===== config.mk =====
export PLATFORM = sky130hd
export DESIGN_NAME = ow_master
export DESIGN_NICKNAME = d
export VERILOG_FILES = /design/src/ow_master_pkg.sv /design/src/ow_master.sv
export VERILOG_INCLUDE_DIRS = /design/src
export SDC_FILE = /design/constraint.sdc
export NUM_CORES = 1
export LEC_CHECK = 0
export BUFFER_PORTS_ARGS = -buffer_cell sky130_fd_sc_hd__buf_2
export CAP_MARGIN = 10
export CORE_MARGIN = 1
export CORE_UTILIZATION = 40
export CTS_CLUSTER_DIAMETER = 80
export DETAILED_ROUTE_END_ITERATION = 6
export HOLD_SLACK_MARGIN = 0.12
export SETUP_SLACK_MARGIN = 0.1
export SLEW_MARGIN = 20
export SYNTH_ARGS = -nofsm -noshare
export SYNTH_HDL_FRONTEND = slang
export SYNTH_SLANG_ARGS = --single-unit

===== constraint.sdc =====
create_clock -name clock -period 3.7 [get_ports clock]
set_clock_uncertainty 0.2 [all_clocks]
set_input_delay 0 -clock clock [delete_from_list [all_inputs] [get_ports clock]]
set_output_delay 0 -clock clock [all_outputs]
set_load 0.01 [all_outputs]

===== src/ow_master_cfg.svh =====
// Timing and field constants for the single-wire bus master
`ifndef OW_MASTER_CFG_SVH
`define OW_MASTER_CFG_SVH

// ==========================================================
// Clock
// ==========================================================
`define CLK_MHZ           100

// ==========================================================
// Bus timing in microseconds
// ==========================================================
`define T_RSTL_US         480
`define T_RSTH_US         480
`define T_PDS_US          70
`define T_LOW1_US         2
`define T_LOW0_US         65
`define T_SLOT_US         70
`define T_RSMP_US         13
`define T_REC_US          2
`define T_PP_US           480
`define T_DP_US           5

// ==========================================================
// Cycle counts
// ==========================================================
`define CYC(us)           ((us) * `CLK_MHZ)

// ==========================================================
// Commands, fields and CRC
// ==========================================================
`define CMD_WR_OP         2'h0
`define CMD_RESET         2'h1
`define CMD_RD_OP         2'h2
`define CMD_PROG          2'h3
`define CRC_POLY          16'hA001
`define TAH_FORCE_BITS    8'hF8

`endif


===== src/ow_master_pkg.sv =====
// Types shared by the single-wire bus master
package ow_master_pkg;

    typedef struct packed {
        logic [1:0] op;
        logic [7:0] data;
    } ow_cmd_t;

    typedef struct packed {
        logic       presence;
        logic [7:0] data;
    } ow_rsp_t;

    typedef struct packed {
        logic line_out;
        logic line_oe;
        logic prog_en;
    } ow_pins_t;

endpackage


===== src/ow_master.sv =====
// Single-wire bus master with byte commands, program pulse and CRC-16 tracking
`include "ow_master_cfg.svh"

module ow_master #(
    parameter int RSTL_CYC = `CYC(`T_RSTL_US),
    parameter int RSTH_CYC = `CYC(`T_RSTH_US),
    parameter int PP_CYC   = `CYC(`T_PP_US),
    // Cycles per bus microsecond; lower it only to shorten simulation
    parameter int US_CYC   = `CLK_MHZ,
    parameter bit LOW_VPUP = 1'b0
) (
    input  wire logic                clock,
    input  wire logic                nrst,
    input  wire ow_master_pkg::ow_cmd_t cmd,
    input  wire logic                cmd_valid,
    input  wire logic                crc_clear,
    input  wire logic                crc_load,
    input  wire logic [15:0]         crc_load_val,
    input  wire logic                crc_ok_prog,
    input  wire logic                line_in,
    output logic                     cmd_ready,
    output ow_master_pkg::ow_rsp_t   rsp,
    output logic                     rsp_valid,
    output logic [15:0]              crc_r,
    output logic                     crc_match_r,
    output ow_master_pkg::ow_pins_t  pins
);
    import ow_master_pkg::*;

    typedef enum logic [2:0] {S_IDLE, S_RLOW, S_RHIGH, S_SLOT, S_REC, S_DP, S_PROG} state_t;

    localparam int LOW1_CYC  = `T_LOW1_US * US_CYC;
    localparam int LOW0_CYC  = `T_LOW0_US * US_CYC;
    localparam int SLOT_CYC  = `T_SLOT_US * US_CYC;
    localparam int RSMP_CYC  = `T_RSMP_US * US_CYC;
    localparam int REC_CYC   = `T_REC_US * US_CYC;
    localparam int PDS_CYC   = `T_PDS_US * US_CYC;
    localparam int DP_CYC    = `T_DP_US * US_CYC;

    // One LSB-first CRC-16 step, reflected form of x16+x15+x2+1
    function automatic logic [15:0] crc_bit(input logic [15:0] c, input logic b);
        logic fb;
        fb = c[0] ^ b;
        crc_bit = fb ? ((c >> 1) ^ `CRC_POLY) : (c >> 1);
    endfunction

    state_t      state_r;
    logic [31:0] cnt_r;
    logic [2:0]  bit_r;
    logic [7:0]  sh_r;
    logic        rd_r;
    logic        pres_r;
    logic        crc_en_r;
    logic        in_bit;

    // ==========================================================
    // Sequencer
    // ==========================================================
    always_ff @(posedge clock) begin
        if (!nrst) begin
            state_r   <= S_IDLE;
            cnt_r     <= '0;
            bit_r     <= 3'h0;
            sh_r      <= 8'h00;
            rd_r      <= 1'b0;
            pres_r    <= 1'b0;
            crc_en_r  <= 1'b0;
            cmd_ready <= 1'b0;
            rsp_valid <= 1'b0;
            rsp       <= '0;
            pins      <= '0;
        end else begin
            rsp_valid <= 1'b0;
            cnt_r     <= cnt_r + 32'd1;
            unique case (state_r)
                S_IDLE: begin
                    cmd_ready <= 1'b1;
                    cnt_r     <= '0;
                    if (cmd_valid && cmd_ready) begin
                        cmd_ready <= 1'b0;
                        unique case (cmd.op)
                            `CMD_RESET: begin
                                state_r      <= S_RLOW;
                                pins.line_oe <= 1'b1;
                            end
                            `CMD_PROG: begin
                                state_r <= crc_ok_prog ? S_DP : S_IDLE;
                                rsp_valid <= !crc_ok_prog;
                            end
                            default: begin
                                sh_r <= (LOW_VPUP && cmd.op == `CMD_WR_OP && cmd.data[7])
                                        ? (cmd.data | `TAH_FORCE_BITS) : cmd.data;
                                rd_r         <= (cmd.op == `CMD_RD_OP);
                                // Only written bytes feed the mirror; CRC read-back must not
                                crc_en_r     <= (cmd.op == `CMD_WR_OP);
                                bit_r        <= 3'h0;
                                state_r      <= S_SLOT;
                                pins.line_oe <= 1'b1;
                            end
                        endcase
                    end
                end
                S_RLOW: if (cnt_r == RSTL_CYC - 1) begin
                    pins.line_oe <= 1'b0;
                    pres_r       <= 1'b0;
                    cnt_r        <= '0;
                    state_r      <= S_RHIGH;
                end
                S_RHIGH: begin
                    if (cnt_r == PDS_CYC && !line_in)
                        pres_r <= 1'b1;
                    if (cnt_r == RSTH_CYC - 1) begin
                        rsp.presence <= pres_r;
                        rsp_valid    <= 1'b1;
                        state_r      <= S_IDLE;
                    end
                end
                S_SLOT: begin
                    if (cnt_r == ((rd_r || sh_r[0]) ? LOW1_CYC : LOW0_CYC) - 1)
                        pins.line_oe <= 1'b0;
                    if (cnt_r == RSMP_CYC - 1 && rd_r)
                        sh_r[0] <= line_in;
                    if (cnt_r == SLOT_CYC - 1) begin
                        cnt_r   <= '0;
                        state_r <= S_REC;
                    end
                end
                S_REC: if (cnt_r == REC_CYC - 1) begin
                    cnt_r <= '0;
                    sh_r  <= {sh_r[0], sh_r[7:1]};
                    bit_r <= bit_r + 3'h1;
                    if (bit_r == 3'h7) begin
                        rsp.data  <= {sh_r[0], sh_r[7:1]};
                        rsp_valid <= 1'b1;
                        crc_en_r  <= 1'b0;
                        state_r   <= S_IDLE;
                    end else begin
                        pins.line_oe <= 1'b1;
                        state_r      <= S_SLOT;
                    end
                end
                S_DP: if (cnt_r == DP_CYC - 1) begin
                    cnt_r        <= '0;
                    pins.prog_en <= 1'b1;
                    state_r      <= S_PROG;
                end
                S_PROG: begin
                    if (cnt_r == PP_CYC - 1) begin
                        pins.prog_en <= 1'b0;
                        rsp_valid    <= 1'b1;
                        state_r      <= S_IDLE;
                    end
                end
            endcase
        end
    end

    assign in_bit = sh_r[0];

    // ==========================================================
    // CRC mirror of the device generator
    // ==========================================================
    always_ff @(posedge clock) begin
        if (!nrst) begin
            crc_r <= 16'h0000;
        end else if (crc_clear) begin
            crc_r <= 16'h0000;
        end else if (crc_load) begin
            crc_r <= crc_load_val;
        end else if (crc_en_r && state_r == S_REC && cnt_r == REC_CYC - 1) begin
            crc_r <= crc_bit(crc_r, in_bit);
        end
    end

    // ==========================================================
    // Compare against the complemented CRC read back
    // ==========================================================
    logic [7:0] crc_lo_r;
    logic       crc_half_r;
    always_ff @(posedge clock) begin
        if (!nrst) begin
            crc_lo_r    <= 8'h00;
            crc_half_r  <= 1'b0;
            crc_match_r <= 1'b0;
        end else if (crc_clear || crc_load) begin
            crc_half_r <= 1'b0;
        end else if (rsp_valid && rd_r && !crc_en_r && state_r == S_IDLE) begin
            if (!crc_half_r) begin
                crc_lo_r   <= rsp.data;
                crc_half_r <= 1'b1;
            end else begin
                crc_half_r  <= 1'b0;
                crc_match_r <= ({rsp.data, crc_lo_r} == ~crc_r);
            end
        end
    end

endmodule // ow_master


== Word level (Yosys, flattened, before mapping) ==
Cells that the tools add are included.
Operators by class
  reductions and logical operators: 37
  multiplexer cells: 53
  bitwise operators: 7
  eq/ne operators: 32
  $add $sub $neg: 3
Operators with widths (count)
  one-hot mux 32 bit (5 select lines): 1
  2-to-1 mux 32 bit: 4
  == test 32 x 13 -> 1 bit (second input constant): 2
  2-to-1 mux 16 bit: 3
  adder 32 x 1 -> 32 bit (second input constant): 1
  == test 32 x 11 -> 1 bit (second input constant): 1
  == test 32 x 16 -> 1 bit (second input constant): 1
  == test 32 bit: 1
  == test 32 x 8 -> 1 bit (second input constant): 1
  == test 32 x 9 -> 1 bit (second input constant): 1
  2-to-1 mux 3 bit: 10
  != test 2 bit (second input constant): 13
  2-to-1 mux 8 bit: 3
  2-to-1 mux 1 bit: 20
  one-hot mux 3 bit (6 select lines): 1
  AND reduction 3 bit: 6
  == test 16 bit: 1
  NOT 16 bit: 1
  one-hot mux 7 bit (2 select lines): 1
  subtractor 13 x 1 -> 14 bit (second input constant): 1
  2-to-1 mux 13 bit: 1
  == test 3 bit (second input constant): 4
  one-hot mux 3 bit (2 select lines): 2
  AND reduction 5 bit: 2
  other kinds (26): 50
Storage, ports and cells
  input port bits: 33
  bits in registers: 88

== Longest topological paths before layout ==
  depth after elaboration: 6
  gate-level depth with buffers: 9
  mapped depth without buffers: 7

== Worst setup path before layout ==
No wires, ideal clock.
  path type: register to register
  start: reg cnt_r[0]
  end: reg crc_r[14]
  library setup time: 0.086 ns
  arrival time: 2.588 ns
  period minus slack after synthesis: 2.874 ns
  path slack: 0.826 ns
  stages on the path, launching flop included: 9
  buffers on the path: 1
  cell sequence: dfxtp_1 ha_1 or4b_4 or4_4 nor4_4 nand3_2 buf_2 mux2i_1 a211oi_1
Between the ends
  cells in the longest elaborated chain, start to end: 3
Ends and longest elaborated chain
  start, declared: RTL line ow_master.sv:48  | logic [31:0] cnt_r;
  start signal, assigned: RTL line ow_master.sv:74  | cnt_r <= cnt_r + 32'd1;
  == test 32 x 8 -> 1 bit: RTL line ow_master.sv:170  | end else if (crc_en_r && state_r == S_REC && cnt_r == REC_CYC - 1) begin
  logical AND 1 bit: RTL line ow_master.sv:170
  nonzero test 2 bit (no line)
  end signal, assigned: RTL line ow_master.sv:169  | crc_r <= crc_load_val;
  end signal, assigned: RTL line ow_master.sv:171  | crc_r <= crc_bit(crc_r, in_bit);
  end, declared: RTL line ow_master.sv:24  | output logic [15:0] crc_r,
No other way between the ends.
A chain may end at the register's enable or synchronous reset.

== Worst setup path after layout ==
  start: reg cnt_r[0]
  end: reg rsp_valid
Between the ends
  cells in the longest elaborated chain, start to end: 3
Ends and longest elaborated chain
  == test 32 x 16 -> 1 bit / == test 32 x 8 -> 1 bit (equally long branches): RTL line ow_master.sv:112, ow_master.sv:148, ow_master.sv:128
  2-to-1 mux 1 bit (on tied branches): RTL line ow_master.sv:112, ow_master.sv:148, ow_master.sv:128
  one-hot mux 1 bit (3 select lines) (*): RTL line ow_master.sv:75  | unique case (state_r)
  end signal, assigned: RTL line ow_master.sv:88  | rsp_valid <= !crc_ok_prog;
  end, declared: RTL line ow_master.sv:23  | output logic rsp_valid,
Mark *: on every way between the ends. The rest lies on a longest branch, timed or not.

==> summary.md <==
| Metric | Value |
|---|---|
| Synth Warn # | 0 |
| Yosys reg bits | 88 |
| PostCTS Resize Cnt | 0 |
| Power per Cell Area | 437 nW/µm² |
| Async SR Flop Fraction | 0% |
| Slew @ Worst Pin | 0.880 ns |
| Min Tclk post-route | between 3 and 4 ns |
| Initial DRT Pass Iterations | 4 |
| GR Overflow Total | 0 |
| Tightest hold margin | ~0.22 ns |
| DIE AREA | 11600 µm² |
| Mapped Cells | between 500 and 600 |
| Syn_area_per_cell | about 8.5 µm² |
| Synth Area in Simple Gates | 27.6% |
| Hold Path Class | in -> reg |
| Vias in the first global route | roughly 3900 |
| Worst-path fanout max | 9 |
| Largest net degree at the start of global routing | 33 |
| Max Freq | 318 MHz |
| Peak VDD IR | between 0.0003 and 0.0004 V |
| Die height | between 100 and 150 µm |
| Remaining antenna violation count | 0 |
| Post-synthesis xor/xnor area fraction | roughly 10% |
| Die W | ~110 µm |
| Largest family of logic cells by synthesized area | simple AND/OR/NAND/NOR gates |
| Max-Cap Viols | 0 |
| Initial DRC Count | ~280 |
| RR Startpoint | cnt_r[0]$_SDFF_PN0_ |
| R2R depth | 6 |
| IO Count | 64 |
| Fin. Hold Viols | 0 |
| Critical Path RT | between 3 and 4 ns |
| Nets | approximately 650 |
| Clock buffer depth | 2 |
| Power, Total | ~2.4 mW |
| Outcome | finished clean |
| Row count | 38 |
| PortBufs | 62 |
| CTS Buf Count | 9 |
| Clock slew at reported path FFs | ~0.09 ns |
| Hold depth | 3 |
| Hold buffer count at cts | 36 |
| First-pass GRT wire length | around 19000 µm |
| Vias/cell | between 5 and 6 |
| Slew headroom | between 40% and 50% |
| Worst-Skew Late Latency | 0.37 ns |
| Diode count | 0 |
| Final Max Slew Viols | 0 |
| Leakage | 2.25 nW |
| Tcrit/Tclk final | 85.0% |
| RSZ-0062 raised after global routing | false |
| Top_reg_cell synth | dfxtp_1 |
| Kind of critical path | reg -> reg |
| CTS H-tree depth | 3 |
| GRT Util Overall | 20.6% |
| Critical R2R Capture | rsp_valid$_SDFF_PN0_ |
| Setup TNS | 0 ns |
| Sink Count | just under 90 |
| Syn nets | between 500 and 600 |
| # setup viols final | 0 |
| Mapped Area | approximately 4500 µm² |
| CTS tree | done |
| Avg WL per Cell | 14.8 µm |
| DRC | 0 |
| Via count | between 4000 and 5000 |
| Post-synthesis mux area share | under 10% |
| Register area share after synthesis | around two fifths |
| Initial antenna violation count | 0 |
| Worst R2R Setup Slack | roughly 0.56 ns |
| Root Buffer Master | clkbuf_8 |
| Hpwl dp | 7970 µm |
| CP Capture Type | register |
| Worst Hold End | crc_half_r$_SDFFE_PP0P_ |
| Ratio of cells with drive above 1 in the final layout | roughly 16% |
| Initial Util | between 40% and 50% |
| CP Launch Type | register |
| Synth Area in Compound Gates | under 10% |
| Area Overhead vs Synth | 22.8% |
| Synth Area in Adders | approximately 1.1% |
| Hold Startpoint | crc_load |
| CP arrival | roughly 3.2 ns |
| Number of synthesized flops with an enable pin | 0 |
| Post-CTS Setup Bufs | 0 |
| Routability cong. | between 0.8 and 0.9 |
| Core area | approximately 11000 µm² |
| Drt total wl | between 10000 and 15000 µm |
| Number of distinct library cells after synthesis | 56 |
synthesized netlist by cell type, types with 2 or more instances:
master / n / area share [%]
nor2_1: 104 / 8.7
nand4_1: 19 / 2.7
xor2_1: 33 / 6.5
clkbuf_1: 23 / 1.9
and4_1: 5 / 0.98
mux2i_1: 36 / 8.1
or4b_2: 2 / 0.45
nor3_1: 14 / 1.6
dfxtp_1: 88 / 39
nand3_1: 16 / 1.8
buf_4: 2 / 0.34
o21ai_0: 4 / 0.45
nor4_1: 12 / 1.7
or3b_2: 2 / 0.39
nor2b_1: 3 / 0.42
buf_2: 5 / 0.56
a211oi_1: 17 / 2.9
or4_1: 2 / 0.34
o31ai_1: 2 / 0.34
or3_1: 2 / 0.28
xnor2_1: 18 / 3.5
a21oi_1: 7 / 0.78
a311oi_1: 8 / 1.6
clkinv_1: 3 / 0.25
inv_1: 10 / 0.84
and3_1: 5 / 0.70
nand2b_1: 7 / 0.98
o211ai_1: 2 / 0.34
a221oi_1: 4 / 0.78
ha_1: 4 / 1.1
and2_1: 2 / 0.28
o22ai_1: 3 / 0.42
nand4b_1: 2 / 0.39
nand2_1: 41 / 3.4
area by class of cell:
cell class | instances | area (µm²)
Sequential cell | 88 | 1760
Timing Repair Buffer | 107 | 738
Tap cell | 140 | 175
Clock inverter | 7 | 103
Inverter | 13 | 48.8
Multi-Input combinational cell | 397 | 2540
Clock buffer | 9 | 124
Fill cell | 1070 | 5390
worst max-delay path, cell delays in order, from the launching register on:
cell	delay (ns)
dfxtp_1	0.40
ha_1	0.23
or4b_4	0.50
or4_4	0.51
nor4_4	0.31
nand3_1	0.49
a311oi_1	0.41
cell families after synthesis:
family,count (synthesis)
compound gates,56
xor+xnor,51
mux,37
other cells,1
flops,88
fa+ha+maj,4
simple gates,248
buf+inv,44
sequential cells by signal, indices dropped and copies added (netlist names):
name,cells
cnt_r,32
crc_r,16
rsp,9
crc_lo_r,8
sh_r,8
bit_r,3
state_r,3
pins,2
cmd_ready,1
crc_en_r,1
crc_half_r,1
crc_match_r,1
pres_r,1
rd_r,1
rsp_valid,1
layout by cell type, fill, tap and decap left out, types with 2 or more instances in the layout:
master / n
xnor2_1: 18
nand2_1: 41
nor2b_1: 3
nand3_1: 16
and3_1: 5
a221oi_1: 4
nand2b_1: 7
clkbuf_8: 9
dlygate4sd3_1: 36
ha_1: 4
nor3_1: 14
o22ai_1: 3
or3_1: 2
a311oi_1: 8
o211ai_1: 2
inv_1: 10
o31ai_1: 2
or4_1: 2
xor2_1: 33
nor2_1: 104
nor4_1: 12
nand4_1: 19
and4_1: 5
bufinv_16: 2
a211oi_1: 17
clkinv_4: 2
clkinv_1: 3
a21oi_1: 7
mux2i_1: 36
nand4b_1: 2
or4b_2: 2
o21ai_0: 4
or3b_2: 2
and2_1: 2
buf_4: 9
dfxtp_1: 88
buf_2: 62
worst max path at each step:
stage                   startpoint                endpoint  slack [ns]  depth (start not counted)
2_1_floorplan  cnt_r[0]$_SDFF_PN0_  crc_r[14]$_SDFFE_PP0P_        0.83                          8
3_3_place_gp   cnt_r[0]$_SDFF_PN0_    cnt_r[29]$_SDFF_PN0_        0.65                          8
3_5_place_dp   cnt_r[0]$_SDFF_PN0_    rsp_valid$_SDFF_PN0_        0.54                          6
4_1_cts        cnt_r[0]$_SDFF_PN0_    rsp_valid$_SDFF_PN0_        0.54                          6
5_1_grt        cnt_r[0]$_SDFF_PN0_     rsp[3]$_SDFFE_PN0P_        0.38                          7
6_report       cnt_r[0]$_SDFF_PN0_    rsp_valid$_SDFF_PN0_        0.56                          6
metal layers:
layer  wire length, µm  vias to the layer above  global-route usage, %
met1              5420                     1883                   27.7
met2              5190                      104                   32.9
li1                  -                     2039                      -
met5                 0                        -                      0
met3               493                       17                   4.36
met4               183                        0                   6.36
report_power, final:
group / internal, mW / switching [mW] / leakage [nW]
sequential: 0.997 / 0.0941 / 0.712
combinational: 0.219 / 0.336 / 1.42
clock: 0.388 / 0.368 / 0.116
total: 1.60 / 0.798 / 2.25
metrics by stage:
step	cells	setup slack (ns)	util [%]	cell area (µm²)
6_report	761	0.556	50.5	5490
5_1_grt	761	0.378	50.5	5490
4_1_cts	761	0.543	50.5	5490
3_5_place_dp	709	0.543	45.1	4910
3_3_place_gp	709	0.654	45.1	4910
2_1_floorplan	529	0.826	-	4480
No activity file was read; power rests on OpenSTA's default activity.
